## src/inc/hvm_pkg.sv

```systemverilog
/*
 * Constants and types for the halfword vector multiplier datapath.
 * Assumes a 32-bit general register width and a 32-bit DSP control word.
 */
package hvm_pkg;

	// ****************************************************************
	// Operation select
	// ****************************************************************
	typedef enum logic [3:0]
	{
		HVM_OP_MUL_WRAP = 4'h1,
		HVM_OP_MUL_SAT  = 4'h2,
		HVM_OP_FRAC_L   = 4'h4,
		HVM_OP_FRAC_R   = 4'h8
	} hvm_op_e;

	// ****************************************************************
	// Pipeline stage states
	// ****************************************************************
	typedef enum logic [1:0]
	{
		HVM_ST_IDLE = 2'h1,
		HVM_ST_WB   = 2'h2
	} hvm_state_e;

	// ****************************************************************
	// Widths, fields and limits
	// ****************************************************************
	localparam int          HVM_WORD_W      = 32;
	localparam int          HVM_HALF_W      = 16;
	localparam int          HVM_ACC_W       = 64;
	localparam int          HVM_OUFLAG_BIT  = 21;
	localparam int          HVM_UPPER_LSB   = 16;
	localparam logic [15:0] HVM_HALF_MAX    = 16'h7fff;
	localparam logic [15:0] HVM_HALF_MIN    = 16'h8000;
	localparam logic [31:0] HVM_PROD_MAX    = 32'h00007fff;
	localparam logic [31:0] HVM_PROD_MIN    = 32'hffff8000;
	localparam logic [31:0] HVM_Q31_MAX     = 32'h7fffffff;
	localparam logic [31:0] HVM_DSPCTL_RST  = 32'h00000000;
	localparam logic [63:0] HVM_ACC_RST     = 64'h0000000000000000;
	localparam logic [31:0] HVM_WORD_ZERO   = 32'h00000000;

endpackage : hvm_pkg

```

## src/hw/hvm_lane_mul.sv

```systemverilog
/*
 * One signed 16 x 16 lane multiplier with wrap and saturate results.
 * Assumes a combinational use inside a single-clock datapath.
 */
`timescale 1ns/1ns
module hvm_lane_mul
	import hvm_pkg::*;
(
	input  wire logic [15:0] lane_a,
	input  wire logic [15:0] lane_b,
	output logic      [15:0] wrap_result,
	output logic      [15:0] sat_result,
	output logic             range_out
);

	logic signed [31:0] product;
	logic               above_max;
	logic               below_min;

	always_comb
	begin
		product     = $signed(lane_a) * $signed(lane_b);
		above_max   = product > $signed(HVM_PROD_MAX);
		below_min   = product < $signed(HVM_PROD_MIN);
		range_out   = above_max | below_min;
		wrap_result = product[15:0];
		if (above_max)
		begin
			sat_result = HVM_HALF_MAX;
		end
		else if (below_min)
		begin
			sat_result = HVM_HALF_MIN;
		end
		else
		begin
			sat_result = product[15:0];
		end
	end

endmodule : hvm_lane_mul

```

## src/hw/hvm_frac_mul.sv

```systemverilog
/*
 * Q15 x Q15 to Q31 fractional multiplier with the single clamp case.
 * Assumes a combinational use inside a single-clock datapath.
 */
`timescale 1ns/1ns
module hvm_frac_mul
	import hvm_pkg::*;
(
	input  wire logic [15:0] frac_a,
	input  wire logic [15:0] frac_b,
	output logic      [31:0] q31_result,
	output logic             clamped
);

	logic signed [31:0] product;

	always_comb
	begin
		product = $signed(frac_a) * $signed(frac_b);
		clamped = (frac_a == HVM_HALF_MIN) && (frac_b == HVM_HALF_MIN);
		if (clamped)
		begin
			q31_result = HVM_Q31_MAX;
		end
		else
		begin
			q31_result = {product[30:0], 1'b0};
		end
	end

endmodule : hvm_frac_mul

```

## src/hw/hvm_halfword_vector_multiplier.sv

```systemverilog
/*
 * Halfword vector multiplier: two packed lane multiplies (wrap, saturate)
 * and two Q15 to Q31 widening multiplies, with result and control-flag
 * update delivered together one clock after issue.
 * Assumes the pipeline decodes the instruction, presents operands with a
 * one-cycle issue pulse, and handles the two non-data exceptions that are
 * decoded here from the enable straps and reported one clock after issue.
 */
// Notes on behaviour
// - Signed lane products are full 32-bit.
// - Wrap form keeps low 16 bits per lane.
// - Saturate form clips lanes to 0x7fff/0x8000.
// - Saturate overflow sets control bit 21.
// - Wrap form also sets bit 21 on overflow.
// - Left form multiplies upper halfwords to Q31.
// - Right form multiplies lower halfwords to Q31.
// - Both inputs 0x8000 give 0x7fffffff.
// - Clamped fraction result sets bit 21.
// - Accumulator zero left undefined after these.
// - Extra accumulators are never modified.
// - No operand-dependent exceptions are raised.
// - Only reserved and disabled exceptions exist.
`timescale 1ns/1ns
module hvm_halfword_vector_multiplier
	import hvm_pkg::*;
(
	input  wire logic        clock,
	input  wire logic        reset_n,
	input  wire logic        issue_valid,
	input  wire logic [3:0]  issue_op,
	input  wire logic [31:0] source_a,
	input  wire logic [31:0] source_b,
	input  wire logic        extension_present,
	input  wire logic        extension_enabled,
	input  wire logic [31:0] dsp_control_in,
	input  wire logic [63:0] accumulator_zero_in,
	output logic             wb_valid,
	output logic      [31:0] wb_dest,
	output logic             wb_control_write,
	output logic      [31:0] wb_dsp_control,
	output logic             wb_acc_zero_write,
	output logic      [63:0] wb_accumulator_zero,
	output logic             exc_reserved_instruction,
	output logic             exc_extension_disabled
);

	// ****************************************************************
	// Decode helpers
	// ****************************************************************
	function automatic logic op_is_known(input logic [3:0] op);
		logic known;
		known = (op == HVM_OP_MUL_WRAP) || (op == HVM_OP_MUL_SAT)
			|| (op == HVM_OP_FRAC_L) || (op == HVM_OP_FRAC_R);
		return known;
	endfunction : op_is_known

	function automatic logic op_is_left(input logic [3:0] op);
		logic left;
		left = (op == HVM_OP_FRAC_L);
		return left;
	endfunction : op_is_left

	// ****************************************************************
	// Lane and fraction multipliers
	// ****************************************************************
	logic [15:0] hi_wrap;
	logic [15:0] hi_sat;
	logic        hi_range;
	logic [15:0] lo_wrap;
	logic [15:0] lo_sat;
	logic        lo_range;
	logic [15:0] frac_sel_a;
	logic [15:0] frac_sel_b;
	logic [31:0] frac_result;
	logic        frac_clamped;

	// Index 1 is the upper lane (bits 31..16), index 0 the lower lane
	logic [15:0] lane_wrap  [2];
	logic [15:0] lane_sat   [2];
	logic        lane_range [2];

	genvar lane_idx;
	generate
		for (lane_idx = 0; lane_idx < 2; lane_idx++)
		begin : gen_lane
			hvm_lane_mul hvm_lane_mul_inst
			(
				.lane_a      (source_a[lane_idx*HVM_HALF_W +: HVM_HALF_W]),
				.lane_b      (source_b[lane_idx*HVM_HALF_W +: HVM_HALF_W]),
				.wrap_result (lane_wrap[lane_idx]),
				.sat_result  (lane_sat[lane_idx]),
				.range_out   (lane_range[lane_idx])
			);
		end
	endgenerate

	always_comb
	begin
		hi_wrap  = lane_wrap[1];
		hi_sat   = lane_sat[1];
		hi_range = lane_range[1];
		lo_wrap  = lane_wrap[0];
		lo_sat   = lane_sat[0];
		lo_range = lane_range[0];
	end

	always_comb
	begin
		if (op_is_left(issue_op))
		begin
			frac_sel_a = source_a[31:16];
			frac_sel_b = source_b[31:16];
		end
		else
		begin
			frac_sel_a = source_a[15:0];
			frac_sel_b = source_b[15:0];
		end
	end

	hvm_frac_mul u_frac
	(
		.frac_a     (frac_sel_a),
		.frac_b     (frac_sel_b),
		.q31_result (frac_result),
		.clamped    (frac_clamped)
	);

	// ****************************************************************
	// Issue decode and result select
	// ****************************************************************
	logic [31:0] dest_value;
	logic        flag_event;

	always_comb
	begin
		dest_value = HVM_WORD_ZERO;
		flag_event = 1'b0;
		case (issue_op)
			HVM_OP_MUL_WRAP:
			begin
				dest_value = {hi_wrap, lo_wrap};
				flag_event = hi_range | lo_range;
			end
			HVM_OP_MUL_SAT:
			begin
				dest_value = {hi_sat, lo_sat};
				flag_event = hi_range | lo_range;
			end
			HVM_OP_FRAC_L, HVM_OP_FRAC_R:
			begin
				dest_value = frac_result;
				flag_event = frac_clamped;
			end
			default:
			begin
				dest_value = HVM_WORD_ZERO;
				flag_event = 1'b0;
			end
		endcase
	end

	// ****************************************************************
	// Exception decode
	// ****************************************************************
	logic op_known;
	logic exc_ri;
	logic exc_dis;
	logic accept;

	// Exceptions depend only on the issue pulse, the opcode and the straps, never on operand values
	always_comb
	begin
		op_known = op_is_known(issue_op);
		exc_ri   = issue_valid && op_known && !extension_present;
		exc_dis  = issue_valid && op_known && extension_present && !extension_enabled;
		accept   = issue_valid && op_known && extension_present && extension_enabled;
	end

	// ****************************************************************
	// Control word merge
	// ****************************************************************
	logic [31:0] merged_control;

	// Only the flag bit may change, and only from zero to one
	always_comb
	begin
		merged_control                 = dsp_control_in;
		merged_control[HVM_OUFLAG_BIT] = dsp_control_in[HVM_OUFLAG_BIT] | flag_event;
	end

	// ****************************************************************
	// Accumulator zero
	// ****************************************************************
	logic [63:0] acc_scratch;

	// The operand pair is parked in accumulator zero; its old value is lost
	always_comb
	begin
		acc_scratch = {source_a, source_b};
	end

	// ****************************************************************
	// Writeback stage
	// ****************************************************************
	hvm_state_e  state_ff;
	hvm_state_e  nxt_state;
	logic [31:0] dest_ff;
	logic [31:0] nxt_dest;
	logic [31:0] control_ff;
	logic [31:0] nxt_control;
	logic [63:0] acc_ff;
	logic [63:0] nxt_acc;
	logic        exc_ri_ff;
	logic        nxt_exc_ri;
	logic        exc_dis_ff;
	logic        nxt_exc_dis;

	always_comb
	begin
		nxt_state   = state_ff;
		nxt_dest    = dest_ff;
		nxt_control = control_ff;
		nxt_acc     = acc_ff;
		nxt_exc_ri  = exc_ri;
		nxt_exc_dis = exc_dis;
		case (state_ff)
			HVM_ST_IDLE, HVM_ST_WB:
			begin
				if (accept)
				begin
					nxt_state   = HVM_ST_WB;
					nxt_dest    = dest_value;
					nxt_control = merged_control;
					nxt_acc     = acc_scratch;
				end
				else
				begin
					nxt_state = HVM_ST_IDLE;
				end
			end
			default:
			begin
				nxt_state = HVM_ST_IDLE;
			end
		endcase
	end

	always_ff @(posedge clock)
	begin
		if (!reset_n)
		begin
			state_ff   <= HVM_ST_IDLE;
			dest_ff    <= HVM_WORD_ZERO;
			control_ff <= HVM_DSPCTL_RST;
			acc_ff     <= HVM_ACC_RST;
			exc_ri_ff  <= 1'b0;
			exc_dis_ff <= 1'b0;
		end
		else
		begin
			state_ff   <= nxt_state;
			dest_ff    <= nxt_dest;
			control_ff <= nxt_control;
			acc_ff     <= nxt_acc;
			exc_ri_ff  <= nxt_exc_ri;
			exc_dis_ff <= nxt_exc_dis;
		end
	end

	// ****************************************************************
	// Outputs
	// ****************************************************************
	// Extra accumulators have no port here, so they cannot be touched
	always_comb
	begin
		wb_valid                 = (state_ff == HVM_ST_WB);
		wb_control_write         = (state_ff == HVM_ST_WB);
		wb_acc_zero_write        = (state_ff == HVM_ST_WB);
		exc_reserved_instruction = exc_ri_ff;
		exc_extension_disabled   = exc_dis_ff;
	end

	// Data outputs come straight from the writeback registers
	always_comb
	begin
		wb_dest             = dest_ff;
		wb_dsp_control      = control_ff;
		wb_accumulator_zero = acc_ff;
	end

	// Accumulator zero input is only observed to document its loss
	logic unused_acc;
	always_comb
	begin
		unused_acc = ^accumulator_zero_in;
	end

endmodule : hvm_halfword_vector_multiplier

```

## config.mk

```make
export PLATFORM = sky130hd
export DESIGN_NAME = hvm_halfword_vector_multiplier
export DESIGN_NICKNAME = d
export VERILOG_FILES = /design/src/inc/hvm_pkg.sv /design/src/hw/hvm_lane_mul.sv /design/src/hw/hvm_frac_mul.sv /design/src/hw/hvm_halfword_vector_multiplier.sv
export SDC_FILE = /design/constraint.sdc
export NUM_CORES = 2
export LEC_CHECK = 0
export ABC_AREA = 1
export ABC_CLOCK_PERIOD_IN_PS = 22700
export BUFFER_PORTS_ARGS = -buffer_cell sky130_fd_sc_hd__buf_2
export CELL_PAD_IN_SITES_DETAIL_PLACEMENT = 1
export CELL_PAD_IN_SITES_GLOBAL_PLACEMENT = 1
export CORE_ASPECT_RATIO = 0.6
export CORE_MARGIN = 5
export CORE_UTILIZATION = 40
export CTS_CLUSTER_DIAMETER = 120
export CTS_CLUSTER_SIZE = 40
export DETAILED_ROUTE_END_ITERATION = 8
export PLACE_DENSITY_LB_ADDON = 0.1
export SLEW_MARGIN = 10
export SYNTH_ARGS = -nofsm -noshare
export SYNTH_HDL_FRONTEND = slang
export SYNTH_SLANG_ARGS = --single-unit
```

## constraint.sdc

```tcl
create_clock -name clock -period 22.7 [get_ports clock]
set_input_delay 4.54 -clock clock [delete_from_list [all_inputs] [get_ports clock]]
set_output_delay 4.54 -clock clock [all_outputs]
set_load 0.02 [all_outputs]
```

==> metrics.md <==
| Metric | Value |
|---|---|
| Hold Crit Depth | 2 |
| Vias in the first global route | 33,721 |
| Reg clk slew, reported paths | 70 ps |
| Outcome | complete, no violations |
| Max incr delay on CP | 970 ps |
| First-pass GRT wire length | 205,000 um |
| Die Wd | 403.1 um |
| Leading post-synthesis cells by cell area | fa_1 (42%), inv_1 (13%), nand2_1 (11%) |
| CTS tree | yes |
| Adder-Cell Fraction of Synth Area | 50.38% |
| CTS resizes | 0 |
| Routed WL | 129,900 um |
| Final Max Tran Viols | 0 |
| Area leader, netlist | fa_1 |
| Vias per cell | 5.001 |
| Slew at the pin closest to its max-slew limit | 1056 ps |
| Worst-Skew Late Latency | 520 ps |
| Sink Count | 132 |
| Cell Area, Synth | 0.03708 mm2 |
| Iteration-0 DRC Markers | 2,217 |
| Synth top area share | 42.11% |
| Num CTS Buffers | 17 |
| Min Tclk post-route | 12,340 ps |
| Cts hold-fix bufs | 0 |
| H-tree depth | 4 |
| Worst r2r src | state_ff[0]$_SDFF_PN1_ |
| Tightest Hold Check Type | reg -> reg |
| Most common flop cell mapped by yosys | dfxtp_1 |
| Synth Area in XOR/XNOR | 1.464% |
| Synth Net Count | 6,122 |
| Tcrit/Tclk final | 54.35% |
| Final ANT Viol Nets | 0 |
| HPWL reported at the end of detailed placement | 107,700 um |
| Largest family of logic cells by synthesized area | adder cells |
| IO Port Bufs | 237 |
| Hold EP | wb_dsp_control[9]$_SDFFE_PN0P_ |
| Final Hold Vio Count | 0 |
| Avg Synthesized Cell Area | 7.524 um2 |
| Endpoint class of the critical path | flip-flop |
| Slowest CP cell | fa_1 |
| Max Cap Viol | 0 |
| Wire per inst | 20.76 um |
| Worst EP arrival | 12,780 ps |
| Max_slew headroom | 29.57% |
| Compound-Gate Fraction of Synth Area | 6.121% |
| R2R Path End | wb_dest[23]$_SDFFE_PN0P_ |
| Post-Route Setup TNS | 0 ps |
| Clock Path Buffers | 2 |
| Final setup fails | 0 |
| Worst clock skew | 12.53 ps |
| Cell repeated most along the worst path | nand2_1 |
| Critical path class | in -> reg |
| Post-CTS Setup Inserts | 0 |
| HP Start | wb_dsp_control[9]$_SDFFE_PN0P_ |
| RSZ-0062 raised after global routing | false |
| Nets | 6,204 |
| Root buf cell | clkbuf_16 |
| Gate Count Post-Synth | 4,928 |
| Largest net degree at the start of global routing | 101 |
| Drt pass-1 iters | 7 |
| Full die area | 0.09909 mm2 |
| Gr ovfl total | 0 |
| FF+latch count, synth | 132 |
| Row count | 86 |
| Fraction of layout cells with a size suffix above 1 | 6.888% |
| Area grow syn2layout | 7.238% |
| Synthesized-area fraction occupied by and/or/nand/nor cells | 19.01% |
| Core area | 0.09189 mm2 |
| DR vias | 31,289 |
| Worst setup SP type | primary input |
| GPL Wtd Cong | 0.8996 |
| Register area share after synthesis | 7.127% |
| Unique masters post-synth | 54 |
| Worst EP required | 23,140 ps |
| Crit path max fanout | 17 |
| Global Route Usage Sum | 27.13% |
| Die H | 245.8 um |
| R2R Setup Slk | 19,780 ps |
| Initial Util | 40.35% |
| Multiplexer area fraction after synthesis | 0% |
| I/O Pins | 302 |
| Initial antenna violation count | 3 |
| Maximum clock rate | 81.06 MHz |
| Synth async-reset ratio | 0% |
| DRC | 0 |
| Ys Warns | 0 |
| FF-to-FF path depth | 10 |
| Post-synth EDFFs | 0 |
==> sequential cells by signal, indices dropped and copies added, names as in the netlist <==
name	count
exc_reserved_instruction	1
wb_dest	32
state_ff	2
exc_extension_disabled	1
wb_dsp_control	32
wb_accumulator_zero	64
==> how the worst max path moves through the flow <==
stage	startpoint	end	slack (ps)	cells after the start
2_1_floorplan	source_a[31]	wb_dest[25]$_SDFFE_PN0P_	11990	33
3_3_place_gp	source_b[17]	wb_dest[17]$_SDFFE_PN0P_	10070	29
3_5_place_dp	source_b[17]	wb_dest[17]$_SDFFE_PN0P_	9980	29
4_1_cts	source_b[17]	wb_dest[17]$_SDFFE_PN0P_	10530	29
5_1_grt	source_b[17]	wb_dest[16]$_SDFFE_PN0P_	9950	29
6_report	source_b[17]	wb_dest[16]$_SDFFE_PN0P_	10360	29
==> through the flow <==
step	instances	instance area (um2)	worst slack, ps	util (%)	hold WS, ps
after floorplan	4928	37080	11990	-	604.7
after global placement	6223	39200	10070	42.66	487.7
after detailed placement	6223	39200	9981	42.66	497.7
after CTS	6255	39760	10530	43.27	518.5
after global routing	6255	39760	9952	43.27	548.8
final	6257	39760	10360	43.27	510.1
==> synth_stat cells, types with 3 or more instances <==
library cell,count
inv_1,1324
nand2_1,1123
fa_1,780
nor2_1,415
ha_1,245
o21ai_0,183
clkbuf_1,161
a21oi_1,150
dfxtp_1,132
nand3_1,101
nand4_1,52
xnor2_1,35
xor2_1,27
nor3_1,23
buf_2,18
buf_1,17
o21ai_1,15
o21a_1,13
inv_2,10
o21bai_1,10
a31oi_1,9
nand3b_1,6
a211oi_1,5
o211ai_1,5
o21ai_2,5
a21o_1,4
a221oi_1,4
and2_1,4
clkinv_1,4
nand2_4,4
nor4_1,4
o21ai_4,4
or2_2,4
buf_4,3
buf_6,3
buf_8,3
nand2_2,3
==> layer usage <==
metal  up-vias  global-route usage (%)  wire length (um)  part of all wire (%)
li1      14418                       -                 -                     -
met1     15962                   40.09             63390                    49
met2       804                   40.01             53790                    41
met3       105                   7.076              9961                   7.7
met4         0                   5.681              2756                   2.1
met5         -                       0                 0                     0
==> layout by cell type (no fill, tap or decap), types with 23 or more instances in the layout <==
| cell | synthesis | layout |
|---|---|---|
| ha_1 | 245 | 245 |
| nand3_1 | 101 | 101 |
| buf_2 | 18 | 236 |
| xnor2_1 | 35 | 35 |
| fa_1 | 780 | 780 |
| nor3_1 | 23 | 23 |
| buf_4 | 3 | 32 |
| o21ai_0 | 183 | 183 |
| nand2_1 | 1123 | 1123 |
| xor2_1 | 27 | 27 |
| dfxtp_1 | 132 | 132 |
| a21oi_1 | 150 | 150 |
| nand4_1 | 52 | 52 |
| nor2_1 | 415 | 415 |
| inv_1 | 1324 | 1323 |
==> layout make-up <==
type / instances / area [um2]
well taps: 1232 / 1541
fillers: 11585 / 52130
clock inverters: 13 / 115.1
diodes: 2 / 5.005
flip-flops and latches: 132 / 2643
repair buffers: 268 / 1421
inverters: 1340 / 5035
multi-input cells: 3251 / 28560
clock buffers: 19 / 442.9
==> critical path, delay by kind of cell <==
family / cells / cell delay (ps)
adder cells (fa/ha/maj): 7 / 4000
AND/OR/NAND/NOR: 15 / 2920
buffers and inverters: 6 / 1130
AO/OA/AOI/OAI: 1 / 160
==> cell families (layout without fill, tap and decap cells) <==
logic type | count (synthesis) | in the layout
DFF | 132 | 132
buffers and inverters | 1545 | 1640
other | 0 | 2
xor gates and xnor gates | 62 | 62
and+or+nand+nor | 1751 | 1751
adders and majority gates | 1025 | 1025
AOI/OAI and AO/OA | 413 | 413
Power is not shown: default switching activity piles up to over one toggle a cycle in this logic, so the estimate is an artifact.
